--- src/bm_pkg.sv ---
package bm_pkg;
  // ==========================
  // Register offsets
  localparam logic [7:0] OFS_CTRL1 = 8'h30;
  localparam logic [7:0] OFS_CTRL2 = 8'h34;
  localparam logic [7:0] OFS_LOC = 8'h38;
  localparam logic [7:0] OFS_REM = 8'h3C;
  localparam logic [7:0] OFS_CNT = 8'h40;
  localparam logic [7:0] OFS_TBL = 8'h44;
  localparam logic [7:0] OFS_STAT = 8'h48;
  localparam logic [7:0] OFS_TIMER = 8'h4C;
  // ==========================
  // Primary control fields
  localparam int LVL_LSB = 0;
  localparam int REL_LSB = 2;
  localparam int FAIR_BIT = 4;
  localparam int CHAIN_BIT = 5;
  localparam int GO_BIT = 6;
  localparam int HALT_BIT = 7;
  // ==========================
  // Secondary control fields
  localparam int AM_LSB = 0;
  localparam int D16_BIT = 8;
  localparam int DIR_BIT = 9;
  localparam int LOC_INC_BIT = 10;
  localparam int REM_INC_BIT = 11;
  localparam int PKT_IRQ_BIT = 15;
  localparam logic [15:0] CTRL2_KEEP = 16'hEFFF;
  localparam logic [15:0] CTRL2_SWMASK = 16'h6FFF;
  // ==========================
  // Status fields
  localparam int DONE_BIT = 0;
  localparam int ERR_BIT = 1;
  localparam int BUSY_BIT = 2;
  localparam int ICNT_LSB = 8;
  // ==========================
  // Reset values and sizes
  localparam logic [7:0] CTRL1_RST = 8'h00;
  localparam logic [15:0] CTRL2_RST = 16'h0000;
  localparam logic [1:0] LEVEL_RST = 2'h3;
  localparam logic [15:0] TIMER_RST = 16'h0000;
  localparam logic [2:0] LAST_WORD = 3'h4;
  localparam logic [2:0] BUF_FULL = 3'h4;
  typedef enum logic [6:0] {
    ST_IDLE = 7'b0000001,
    ST_FETCH = 7'b0000010,
    ST_LFILL = 7'b0000100,
    ST_ARB = 7'b0001000,
    ST_VXFER = 7'b0010000,
    ST_LDRAIN = 7'b0100000,
    ST_CMDEND = 7'b1000000
  } bm_state_e;
  typedef struct packed {
    logic req;
    logic write;
    logic [31:0] addr;
    logic [31:0] wdata;
  } bm_loc_s;
  typedef struct packed {
    logic strobe;
    logic write;
    logic d16;
    logic [5:0] am;
    logic [31:0] addr;
    logic [31:0] wdata;
  } bm_rem_s;
endpackage : bm_pkg

--- src/bm_block_mover.sv ---
`timescale 1ns/1ps
`default_nettype none
module bm_block_mover (
  input wire logic core_clk,
  input wire logic rst,
  input wire logic clkEn,
  input wire logic hsel,
  input wire logic [31:0] haddr,
  input wire logic [1:0] htrans,
  input wire logic hwrite,
  input wire logic [2:0] hsize,
  input wire logic [31:0] hwdata,
  input wire logic hready,
  output logic [31:0] hrdata,
  output logic hreadyout,
  output logic hresp,
  output var bm_pkg::bm_loc_s locOut,
  input wire logic locAck,
  input wire logic locErr,
  input wire logic [31:0] locRdata,
  output var bm_pkg::bm_rem_s remOut,
  input wire logic remAck,
  input wire logic remErr,
  input wire logic [31:0] remRdata,
  output logic [3:0] busReq,
  output logic busBusy,
  input wire logic busGrant,
  input wire logic [3:0] busReqSeen,
  output logic irqReq
);
  // ==========================
  // Helpers
  function automatic logic [31:0] adv(input logic [31:0] a, input logic inc, input logic [2:0] s);
    adv = inc ? a + {29'h0, s} : a;
  endfunction : adv

  function automatic logic [3:0] oneHot(input logic [1:0] l);
    oneHot = 4'h1 << l;
  endfunction : oneHot

  function automatic logic relOf(input logic [1:0] m, input logic exp, input logic br);
    case (m)
      2'h0: relOf = exp & br;
      2'h1: relOf = exp;
      2'h2: relOf = br;
      default: relOf = exp | br;
    endcase
  endfunction : relOf

  bm_pkg::bm_state_e state;
  logic [7:0] ctrl1;
  logic [15:0] ctrl2;
  logic [31:0] locAddr, remAddr, byteCnt, tblAddr, nextPtr;
  logic [15:0] timers;
  logic stDone, stErr, waitLow, wPend;
  logic [3:0] irqCnt;
  logic [2:0] fetchIdx, bufCnt, step;
  logic [31:0] bufMem [0:3];
  logic [2:0] stepMem [0:3];
  logic [1:0] wrIdx, rdIdx, curLevel;
  logic [7:0] wAddr, onCnt, offCnt;
  // Two flops on every far-side pin except the local ack, error and read data
  logic [3:0] brS1, brS2;
  logic grS1, grS2, ackS1, ackS2, errS1, errS2;
  logic [31:0] rdS1, rdS2, rdVal;
  logic locHit, remHit, fault, relNow, wantBus, idle, goWrite;

  // ==========================
  // Pin synchronisers
  always_ff @(posedge core_clk or posedge rst) begin
    if (rst) begin
      {brS1, grS1, ackS1, errS1, rdS1} <= '0;
      {brS2, grS2, ackS2, errS2, rdS2} <= '0;
    end else if (clkEn) begin
      {brS1, grS1, ackS1, errS1, rdS1} <= {busReqSeen, busGrant, remAck, remErr, remRdata};
      {brS2, grS2, ackS2, errS2, rdS2} <= {brS1, grS1, ackS1, errS1, rdS1};
    end
  end

  // ==========================
  // Event decode
  always_comb begin
    step = byteCnt < (ctrl2[bm_pkg::D16_BIT] ? 32'h2 : 32'h4) ? byteCnt[2:0] :
      (ctrl2[bm_pkg::D16_BIT] ? 3'h2 : 3'h4);
    locHit = locOut.req & locAck;
    remHit = remOut.strobe & ackS2 & ~errS2;
    fault = (locHit & locErr) | (remOut.strobe & errS2);
    relNow = relOf(ctrl1[bm_pkg::REL_LSB +: 2], onCnt == 8'h0, |brS2);
    idle = state == bm_pkg::ST_IDLE;
    wantBus = (state == bm_pkg::ST_ARB) | (state == bm_pkg::ST_VXFER);
    goWrite = wPend & (wAddr == bm_pkg::OFS_CTRL1) & hwdata[bm_pkg::GO_BIT];
  end

  // ==========================
  // Register read mux
  always_comb begin
    case (haddr[7:0])
      bm_pkg::OFS_CTRL1: rdVal = {24'h0, ctrl1};
      bm_pkg::OFS_CTRL2: rdVal = {16'h0, ctrl2};
      bm_pkg::OFS_LOC: rdVal = locAddr;
      bm_pkg::OFS_REM: rdVal = remAddr;
      bm_pkg::OFS_CNT: rdVal = byteCnt;
      bm_pkg::OFS_TBL: rdVal = tblAddr;
      bm_pkg::OFS_STAT: rdVal = {20'h0, irqCnt, 5'h0, ~idle, stErr, stDone};
      bm_pkg::OFS_TIMER: rdVal = {16'h0, timers};
      default: rdVal = 32'h0;
    endcase
  end

  // ==========================
  // AHB-Lite slave, zero wait
  always_ff @(posedge core_clk or posedge rst) begin
    if (rst) begin
      hrdata <= 32'h0;
      hreadyout <= 1'b1;
      hresp <= 1'b0;
      wPend <= 1'b0;
      wAddr <= 8'h0;
    end else if (clkEn) begin
      hreadyout <= 1'b1;
      hresp <= 1'b0;
      wPend <= 1'b0;
      if (hsel && hready && htrans[1]) begin
        wPend <= hwrite;
        wAddr <= haddr[7:0];
        hrdata <= hwrite ? 32'h0 : rdVal;
      end
    end
  end

  // ==========================
  // VMEbus requester
  // Level latched at grant, so a change shows only from the request after next
  always_ff @(posedge core_clk or posedge rst) begin
    if (rst) begin
      curLevel <= bm_pkg::LEVEL_RST;
      busReq <= 4'h0;
      busBusy <= 1'b0;
      onCnt <= 8'h0;
      offCnt <= 8'h0;
    end else if (clkEn) begin
      if (busBusy) begin
        if (onCnt != 8'h0) begin
          onCnt <= onCnt - 8'h1;
        end
        if (state != bm_pkg::ST_VXFER) begin
          busBusy <= 1'b0;
          offCnt <= timers[15:8];
        end
      end else if (busReq != 4'h0) begin
        if (grS2) begin
          busReq <= 4'h0;
          busBusy <= 1'b1;
          curLevel <= ctrl1[bm_pkg::LVL_LSB +: 2];
          onCnt <= timers[7:0];
        end
      end else if (offCnt != 8'h0) begin
        offCnt <= offCnt - 8'h1;
      // Stale synced grant must clear before a new request
      end else if (wantBus && !grS2 && !(ctrl1[bm_pkg::FAIR_BIT] && brS2[curLevel])) begin
        busReq <= oneHot(curLevel);
      end
    end
  end

  // ==========================
  // Engine, counters and status
  always_ff @(posedge core_clk or posedge rst) begin
    if (rst) begin
      state <= bm_pkg::ST_IDLE;
      ctrl1 <= bm_pkg::CTRL1_RST;
      ctrl2 <= bm_pkg::CTRL2_RST;
      locAddr <= 32'h0;
      remAddr <= 32'h0;
      byteCnt <= 32'h0;
      tblAddr <= 32'h0;
      nextPtr <= 32'h0;
      timers <= bm_pkg::TIMER_RST;
      stDone <= 1'b0;
      stErr <= 1'b0;
      irqCnt <= 4'h0;
      irqReq <= 1'b0;
      fetchIdx <= 3'h0;
      bufCnt <= 3'h0;
      wrIdx <= 2'h0;
      rdIdx <= 2'h0;
      waitLow <= 1'b0;
      locOut <= '0;
      remOut <= '0;
      for (int i = 0; i < 4; i++) begin
        bufMem[i] <= 32'h0;
        stepMem[i] <= 3'h0;
      end
    end else if (clkEn) begin
      irqReq <= 1'b0;
      if (waitLow && !ackS2 && !errS2) begin
        waitLow <= 1'b0;
      end
      if (wPend) begin
        case (wAddr)
          bm_pkg::OFS_CTRL1: ctrl1 <= {hwdata[7], 1'b0, hwdata[5:0]};
          bm_pkg::OFS_CTRL2: if (idle) begin
            ctrl2 <= (ctrl2 & ~bm_pkg::CTRL2_SWMASK) | (hwdata[15:0] & bm_pkg::CTRL2_SWMASK);
          end
          bm_pkg::OFS_LOC: if (idle) begin
            locAddr <= hwdata;
          end
          bm_pkg::OFS_REM: if (idle) begin
            remAddr <= hwdata;
          end
          bm_pkg::OFS_CNT: if (idle) begin
            byteCnt <= hwdata;
          end
          bm_pkg::OFS_TBL: if (idle) begin
            tblAddr <= hwdata;
          end
          bm_pkg::OFS_TIMER: timers <= hwdata[15:0];
          bm_pkg::OFS_STAT: begin
            if (hwdata[bm_pkg::DONE_BIT]) begin
              stDone <= 1'b0;
            end
            if (hwdata[bm_pkg::ERR_BIT]) begin
              stErr <= 1'b0;
            end
          end
          default: ;
        endcase
      end
      if (fault) begin
        stErr <= 1'b1;
        stDone <= 1'b1;
        irqReq <= 1'b1;
        irqCnt <= irqCnt + 4'h1;
        locOut.req <= 1'b0;
        remOut.strobe <= 1'b0;
        waitLow <= remOut.strobe;
        bufCnt <= 3'h0;
        state <= bm_pkg::ST_IDLE;
      end else begin
        case (state)
          bm_pkg::ST_IDLE: if (goWrite) begin
            stDone <= 1'b0;
            stErr <= 1'b0;
            irqCnt <= 4'h0;
            bufCnt <= 3'h0;
            wrIdx <= 2'h0;
            rdIdx <= 2'h0;
            fetchIdx <= 3'h0;
            if (hwdata[bm_pkg::CHAIN_BIT]) begin
              state <= bm_pkg::ST_FETCH;
            end else if (byteCnt == 32'h0) begin
              state <= bm_pkg::ST_CMDEND;
            end else begin
              state <= ctrl2[bm_pkg::DIR_BIT] ? bm_pkg::ST_LFILL : bm_pkg::ST_ARB;
            end
          end
          bm_pkg::ST_FETCH: if (locHit) begin
            locOut.req <= 1'b0;
            case (fetchIdx)
              3'h0: ctrl2 <= locRdata[15:0] & bm_pkg::CTRL2_KEEP;
              3'h1: locAddr <= locRdata;
              3'h2: remAddr <= locRdata;
              3'h3: byteCnt <= locRdata;
              default: nextPtr <= locRdata;
            endcase
            fetchIdx <= fetchIdx + 3'h1;
            if (fetchIdx == bm_pkg::LAST_WORD) begin
              fetchIdx <= 3'h0;
              if (byteCnt == 32'h0) begin
                state <= bm_pkg::ST_CMDEND;
              end else begin
                state <= ctrl2[bm_pkg::DIR_BIT] ? bm_pkg::ST_LFILL : bm_pkg::ST_ARB;
              end
            end
          end else if (!locOut.req) begin
            locOut.req <= 1'b1;
            locOut.write <= 1'b0;
            locOut.addr <= tblAddr + {27'h0, fetchIdx, 2'h0};
          end
          bm_pkg::ST_LFILL: if (locHit) begin
            locOut.req <= 1'b0;
            bufMem[wrIdx] <= locRdata;
            stepMem[wrIdx] <= step;
            wrIdx <= wrIdx + 2'h1;
            bufCnt <= bufCnt + 3'h1;
            byteCnt <= byteCnt - {29'h0, step};
            locAddr <= adv(locAddr, ctrl2[bm_pkg::LOC_INC_BIT], step);
            if (bufCnt == bm_pkg::BUF_FULL - 3'h1 || byteCnt == {29'h0, step}) begin
              state <= bm_pkg::ST_ARB;
            end
          end else if (!locOut.req) begin
            locOut.req <= 1'b1;
            locOut.write <= 1'b0;
            locOut.addr <= locAddr;
          end
          bm_pkg::ST_ARB: if (busReq != 4'h0 && grS2) begin
            state <= bm_pkg::ST_VXFER;
          end
          bm_pkg::ST_VXFER: if (remHit) begin
            remOut.strobe <= 1'b0;
            waitLow <= 1'b1;
            if (remOut.write) begin
              remAddr <= adv(remAddr, ctrl2[bm_pkg::REM_INC_BIT], stepMem[rdIdx]);
              rdIdx <= rdIdx + 2'h1;
              bufCnt <= bufCnt - 3'h1;
              // Empty buffer always ends the tenure
              if (bufCnt == 3'h1) begin
                state <= byteCnt != 32'h0 ? bm_pkg::ST_LFILL : bm_pkg::ST_CMDEND;
              end else if (relNow) begin
                state <= bm_pkg::ST_ARB;
              end
            end else begin
              bufMem[wrIdx] <= rdS2;
              stepMem[wrIdx] <= step;
              wrIdx <= wrIdx + 2'h1;
              bufCnt <= bufCnt + 3'h1;
              byteCnt <= byteCnt - {29'h0, step};
              remAddr <= adv(remAddr, ctrl2[bm_pkg::REM_INC_BIT], step);
              if (bufCnt == bm_pkg::BUF_FULL - 3'h1 || byteCnt == {29'h0, step} || relNow) begin
                state <= bm_pkg::ST_LDRAIN;
              end
            end
          end else if (!remOut.strobe && !waitLow) begin
            remOut.strobe <= 1'b1;
            remOut.write <= ctrl2[bm_pkg::DIR_BIT];
            remOut.d16 <= ctrl2[bm_pkg::D16_BIT];
            remOut.am <= ctrl2[bm_pkg::AM_LSB +: 6];
            remOut.addr <= remAddr;
            remOut.wdata <= bufMem[rdIdx];
          end
          bm_pkg::ST_LDRAIN: if (locHit) begin
            locOut.req <= 1'b0;
            locAddr <= adv(locAddr, ctrl2[bm_pkg::LOC_INC_BIT], stepMem[rdIdx]);
            rdIdx <= rdIdx + 2'h1;
            bufCnt <= bufCnt - 3'h1;
            if (bufCnt == 3'h1) begin
              state <= byteCnt != 32'h0 ? bm_pkg::ST_ARB : bm_pkg::ST_CMDEND;
            end
          end else if (!locOut.req) begin
            locOut.req <= 1'b1;
            locOut.write <= 1'b1;
            locOut.addr <= locAddr;
            locOut.wdata <= bufMem[rdIdx];
          end
          bm_pkg::ST_CMDEND: begin
            // One pulse covers both packet and final interrupt
            if (ctrl1[bm_pkg::CHAIN_BIT] && ctrl2[bm_pkg::PKT_IRQ_BIT]) begin
              irqReq <= 1'b1;
              irqCnt <= irqCnt + 4'h1;
            end
            if (!ctrl1[bm_pkg::CHAIN_BIT] || ctrl1[bm_pkg::HALT_BIT] || nextPtr[1:0] != 2'h0) begin
              stDone <= 1'b1;
              irqReq <= 1'b1;
              irqCnt <= irqCnt + 4'h1;
              state <= bm_pkg::ST_IDLE;
            end else begin
              tblAddr <= nextPtr;
              state <= bm_pkg::ST_FETCH;
            end
          end
          default: state <= bm_pkg::ST_IDLE;
        endcase
      end
    end
  end
endmodule : bm_block_mover
`default_nettype wire

--- config.mk ---
export PLATFORM = sky130hd
export DESIGN_NAME = bm_block_mover
export DESIGN_NICKNAME = d
export VERILOG_FILES = /design/src/bm_pkg.sv /design/src/bm_block_mover.sv
export SDC_FILE = /design/constraint.sdc
export NUM_CORES = 2
export LEC_CHECK = 0
export ABC_AREA = 1
export BUFFER_PORTS_ARGS = -buffer_cell sky130_fd_sc_hd__buf_4
export CAP_MARGIN = 30
export CORE_ASPECT_RATIO = 1.5
export CORE_MARGIN = 4
export CORE_UTILIZATION = 35
export DETAILED_ROUTE_END_ITERATION = 8
export PLACE_DENSITY_LB_ADDON = 0.25
export SETUP_SLACK_MARGIN = 0.02
export SLEW_MARGIN = 25
export SYNTH_ARGS = -nofsm -noshare
export SYNTH_HDL_FRONTEND = slang
export SYNTH_SLANG_ARGS = --single-unit
--- constraint.sdc ---
create_clock -name core_clk -period 30.2 [get_ports core_clk]
set_clock_uncertainty 0.05 [all_clocks]
set_input_delay 7.55 -clock core_clk [delete_from_list [all_inputs] [get_ports core_clk]]
set_output_delay 7.55 -clock core_clk [all_outputs]
set_load 0.01 [all_outputs]
==> run_summary.xml <==
<?xml version="1.0" encoding="UTF-8"?>
<metrics>
  <group name="run_status">
    <metric name="run_status" unit="">complete, no violations</metric>
  </group>
  <group name="setup_path">
    <metric name="required" unit="ns">30.66</metric>
    <metric name="worstSetupStartpoint" unit="">locAck</metric>
    <metric name="critPathMaxFanout" unit="">58</metric>
    <metric name="r2r_end" unit="">remAddr[24]</metric>
    <metric name="critPathMostFrequentCell" unit="">sky130_fd_sc_hd__inv_2</metric>
    <metric name="cp.arrival" unit="ns">11.49</metric>
    <metric name="startpoint_type" unit="">input pin</metric>
    <metric name="worstRegToRegCells" unit="">22</metric>
    <metric name="critical_path_buf_inv_count" unit="">6</metric>
    <metric name="timing_worst_setup_path_type" unit="">in -&gt; reg</metric>
    <metric name="path_cells" unit="">buf_4 &gt; nand2_2 &gt; inv_2 &gt; nand2_1 &gt; nand2_4 &gt; inv_2 &gt; buf_4 &gt; nand2_2 &gt; inv_2 &gt; nand2_4 &gt; inv_2 &gt; o21ai_1 &gt; nand2_1 &gt; o21ai_0</metric>
    <metric name="critical_path.top_delay_family" unit="">buffers and inverters</metric>
    <metric name="regToRegStartpoint" unit="">byteCnt[25]</metric>
    <metric name="timing.reg2reg.setup_slack" unit="ns">24.14</metric>
    <metric name="worstSetupEndpointType" unit="">register</metric>
    <metric name="cpMaxStageDelayCell" unit="">sky130_fd_sc_hd__buf_4</metric>
    <metric name="critical_path.max_stage_delay" unit="ns">0.65</metric>
  </group>
  <group name="clock_tree">
    <metric name="clock_tree.root_cell" unit="">sky130_fd_sc_hd__clkbuf_16</metric>
    <metric name="postCtsSetupRepairBufs" unit="">0</metric>
    <metric name="cts_resized" unit="">0</metric>
    <metric name="clk_latency" unit="ns">0.68</metric>
    <metric name="cts_buffers" unit="">72</metric>
    <metric name="cts-htree-levels" unit="">3</metric>
    <metric name="cts_num_sinks" unit="">644</metric>
    <metric name="clock_transition_at_path_regs" unit="ns">0.07</metric>
    <metric name="clock_path_buffers" unit="">3</metric>
    <metric name="cts.hold.buffers_added" unit="">0</metric>
    <metric name="tritoncts" unit="">yes</metric>
  </group>
  <group name="floorplanning">
    <metric name="die_ar" unit="µm²">109300</metric>
    <metric name="dieHeight" unit="µm">402.9</metric>
    <metric name="fp.dieW" unit="µm">271.3</metric>
    <metric name="start_util" unit="">0.3532</metric>
    <metric name="io-pin-count" unit="">327</metric>
    <metric name="fp-row-count" unit="">144</metric>
    <metric name="floorplan.core_area" unit="µm²">103100</metric>
  </group>
  <group name="synth">
    <metric name="synth_adder_area_share" unit="">0.01375</metric>
    <metric name="syn-mean-instance-area" unit="µm²">7.257</metric>
    <metric name="synthesis.area" unit="µm²">36400</metric>
    <metric name="synthesized_area_fraction_occupied_by_and_or_nand_nor_cells" unit="">0.2694</metric>
    <metric name="synth-main-ff-cell" unit="">sky130_fd_sc_hd__dfrtp_1</metric>
    <metric name="yosysUniqueCellTypes" unit="">61</metric>
    <metric name="synth_enable_flop_cells" unit="">0</metric>
    <metric name="synth_top_family_by_area" unit="">simple AND/OR/NAND/NOR gates</metric>
    <metric name="post_synth_xor_area_fraction" unit="">0.005294</metric>
    <metric name="proportion_of_synthesized_area_in_mux_cells" unit="">0.01049</metric>
    <metric name="synth_largest_area_cell" unit="">sky130_fd_sc_hd__dfrtp_1</metric>
    <metric name="yosysTopAreaCellShare" unit="">0.4407</metric>
    <metric name="number_of_warnings_printed_during_yosys_synthesis" unit="">0</metric>
    <metric name="synth-compound-area-share" unit="">0.1749</metric>
    <metric name="synth_top_cells_by_area" unit="">sky130_fd_sc_hd__dfrtp_1, sky130_fd_sc_hd__nand2_1, sky130_fd_sc_hd__o21ai_0, sky130_fd_sc_hd__inv_1, sky130_fd_sc_hd__nor2_1</metric>
    <metric name="postSynthRegisterBits" unit="">644</metric>
    <metric name="synth.yosys.seq_area_share" unit="">0.4429</metric>
    <metric name="postSynthCellCount" unit="">5015</metric>
    <metric name="synth_async_sr_flop_share" unit="">1.000</metric>
  </group>
  <group name="timing">
    <metric name="finalMaxSlewViolations" unit="">0</metric>
    <metric name="timing.final.crit_period" unit="ns">11.03</metric>
    <metric name="grt_setup_unrepaired" unit="">no</metric>
    <metric name="max_freq" unit="GHz">0.09066</metric>
    <metric name="worst_pin_slew" unit="ns">1.034</metric>
    <metric name="totalNegativeSetupSlack" unit="ns">0</metric>
    <metric name="final_setup_vio_count" unit="">0</metric>
    <metric name="max-slew-margin-rel" unit="">0.3085</metric>
    <metric name="number_of_failing_hold_endpoints_at_the_final_stage" unit="">0</metric>
    <metric name="final_min_period_over_clock_period" unit="">0.3652</metric>
  </group>
  <group name="grt">
    <metric name="grt_first_pass_wirelength" unit="µm">249100</metric>
    <metric name="gr-usage-all-layers" unit="">0.3082</metric>
    <metric name="antenna_violations_before_repair" unit="">4</metric>
    <metric name="maximum_number_of_pins_on_one_net_before_global_route_repair" unit="">130</metric>
    <metric name="overflow" unit="">0</metric>
    <metric name="first_global_vias" unit="">35660</metric>
  </group>
  <group name="drt">
    <metric name="totalWireLength" unit="µm">173300</metric>
    <metric name="ant_nets" unit="">0</metric>
    <metric name="route.detailed.vias_per_inst" unit="">5.610</metric>
    <metric name="drc" unit="">0</metric>
    <metric name="routed_wl_per_cell" unit="µm">26.08</metric>
    <metric name="drt-initial-drc-count" unit="">3795</metric>
    <metric name="total_via_count_in_the_routed_design" unit="">37270</metric>
    <metric name="dr.pass1.iters" unit="">6</metric>
  </group>
  <group name="placement">
    <metric name="placement.io_buffers" unit="">296</metric>
    <metric name="dpl.hpwl" unit="µm">130100</metric>
    <metric name="place_area" unit="µm²">39700</metric>
    <metric name="gpl.final_weighted_congestion" unit="">1.013</metric>
    <metric name="place.detailed.instances" unit="">6509</metric>
  </group>
  <group name="pwr">
    <metric name="cellLeakagePower" unit="nW">20.67</metric>
    <metric name="worst_case_vdd_ir_drop" unit="mV">0.05285</metric>
    <metric name="powerDensity" unit="nW/µm²">83.65</metric>
    <metric name="p_total" unit="W">0.003537</metric>
  </group>
  <group name="worst_hold_path">
    <metric name="timing.hold.worst_path_depth" unit="">2</metric>
    <metric name="start_point_of_the_worst_min_delay_path" unit="">rdS1[6]</metric>
    <metric name="hold_path.class" unit="">reg -&gt; reg</metric>
    <metric name="holdPathEnd" unit="">rdS1[6]</metric>
  </group>
  <group name="final_layout">
    <metric name="finalNonFillerCells" unit="">6643</metric>
    <metric name="final_nets" unit="">5384</metric>
    <metric name="final_layout_size_suffix_gt1_frac" unit="">0.1142</metric>
    <metric name="mostFrequentLayoutCell" unit="">sky130_fd_sc_hd__nand2_1</metric>
    <metric name="largest_registers" unit="">bufMem x128, remOut x73, locOut x66</metric>
    <metric name="largest_register_ff_count" unit="">128</metric>
    <metric name="flow.area_growth_from_synthesis" unit="%">16.19</metric>
    <metric name="top_register" unit="">bufMem</metric>
    <metric name="final_cell_mix" unit="">sky130_fd_sc_hd__nand2_1, sky130_fd_sc_hd__dfrtp_1, sky130_fd_sc_hd__o21ai_0</metric>
    <metric name="final_cell_area" unit="µm²">42290</metric>
    <metric name="utilization" unit="">0.4103</metric>
  </group>
  <group name="job">
    <metric name="drv_cap" unit="">0</metric>
  </group>
</metrics>
## worst max path at each step
stage / cells past startpoint / slack, ns / endpoint
4_1_cts: 14 / 19.35 / byteCnt[5]
2_1_floorplan: 1 / 4.56 / ackS1
5_1_grt: 14 / 19.17 / byteCnt[5]
3_5_place_dp: 14 / 18.64 / byteCnt[1]
6_report: 14 / 19.17 / byteCnt[5]
3_3_place_gp: 14 / 18.62 / byteCnt[5]
## layout make-up
type | count | area (µm²)
sequential | 644 | 16120
tap | 1387 | 1735
fill | 11100 | 60770
clock inverter | 31 | 476.7
multi-input combinational | 3628 | 17290
antenna | 2 | 5.005
inverter | 498 | 1882
timing repair buffer | 355 | 2729
clock buffer | 98 | 2053
## Yosys cell counts, types with 7 or more instances
master                         n
sky130_fd_sc_hd__ha_1         32
sky130_fd_sc_hd__clkbuf_1    132
sky130_fd_sc_hd__a22oi_1      25
sky130_fd_sc_hd__nor2_2        7
sky130_fd_sc_hd__dfrtp_1     641
sky130_fd_sc_hd__o21ai_1      58
sky130_fd_sc_hd__a21oi_1     217
sky130_fd_sc_hd__or2_2         7
sky130_fd_sc_hd__inv_2        20
sky130_fd_sc_hd__nand2_2      15
sky130_fd_sc_hd__o221ai_1      8
sky130_fd_sc_hd__nor2_4        9
sky130_fd_sc_hd__inv_1       475
sky130_fd_sc_hd__mux2_2       33
sky130_fd_sc_hd__xor2_1       20
sky130_fd_sc_hd__o211ai_1     61
sky130_fd_sc_hd__o31ai_1       7
sky130_fd_sc_hd__buf_4        17
sky130_fd_sc_hd__nor3_1       43
sky130_fd_sc_hd__buf_6         9
sky130_fd_sc_hd__buf_1        12
sky130_fd_sc_hd__buf_2        64
sky130_fd_sc_hd__nand3_1     302
sky130_fd_sc_hd__nand2_1    1470
sky130_fd_sc_hd__a31oi_1      16
sky130_fd_sc_hd__nand4_1      47
sky130_fd_sc_hd__o2111ai_1    10
sky130_fd_sc_hd__nor4_1        7
sky130_fd_sc_hd__clkbuf_2     12
sky130_fd_sc_hd__o21ai_0     618
sky130_fd_sc_hd__o22ai_1     127
sky130_fd_sc_hd__nor2_1      436
## layer usage
metal	vias up	wire, µm	GRT usage
met2	1898	80370	0.5049
met3	513	13630	0.05141
met4	2	15180	0.2302
met5	-	10	0
met1	17990	64080	0.3632
li1	16870	-	-
## through the flow
| stage | hold WS [ns] | setup slack, ns |
|---|---|---|
| 2_1_floorplan | 0.3922 | 4.563 |
| 4_1_cts | 0.4249 | 19.35 |
| 3_3_place_gp | 0.4095 | 18.62 |
| 3_5_place_dp | 0.4089 | 18.64 |
| 6_report | 0.4193 | 19.17 |
| 5_1_grt | 0.4366 | 19.17 |
## logic make-up after synthesis
| group | after synthesis |
|---|---|
| DFF | 644 |
| other | 2 |
| and+or+nand+nor | 2370 |
| xor gates and xnor gates | 22 |
| buffers and inverters | 744 |
| AOI/OAI and AO/OA | 1162 |
| adders and majority gates | 37 |
| muxes | 34 |
## report_power, final
part	switching (W)	leakage, nW	internal, W
Combinational	0.000917	11.2	0.000405
Sequential	0.000193	8.28	0.00105
Clock	0.000405	1.24	0.000567
## worst register-to-register path, cell delays in order (launching register included)
cell,delay [ns]
sky130_fd_sc_hd__dfrtp_1,0.42
sky130_fd_sc_hd__nor2_1,0.18
sky130_fd_sc_hd__nand2_1,0.15
sky130_fd_sc_hd__nor2_1,0.38
sky130_fd_sc_hd__nand2_1,0.26
sky130_fd_sc_hd__nor2_1,0.25
sky130_fd_sc_hd__nand2_1,0.20
sky130_fd_sc_hd__o21ai_0,0.79
sky130_fd_sc_hd__inv_1,0.41
sky130_fd_sc_hd__o21ai_0,0.89
sky130_fd_sc_hd__fa_1,0.36
sky130_fd_sc_hd__nand2_1,0.06
sky130_fd_sc_hd__nand2_1,0.06
sky130_fd_sc_hd__nand2_1,0.11
sky130_fd_sc_hd__nor2_1,0.15
sky130_fd_sc_hd__inv_1,0.08
sky130_fd_sc_hd__nor2_1,0.33
sky130_fd_sc_hd__nand4_1,0.25
sky130_fd_sc_hd__or2_2,0.34
sky130_fd_sc_hd__nand3_1,0.07
sky130_fd_sc_hd__nand3_1,0.07
sky130_fd_sc_hd__nand2_1,0.07
sky130_fd_sc_hd__inv_1,0.03
(Power assumes the default switching activity.)
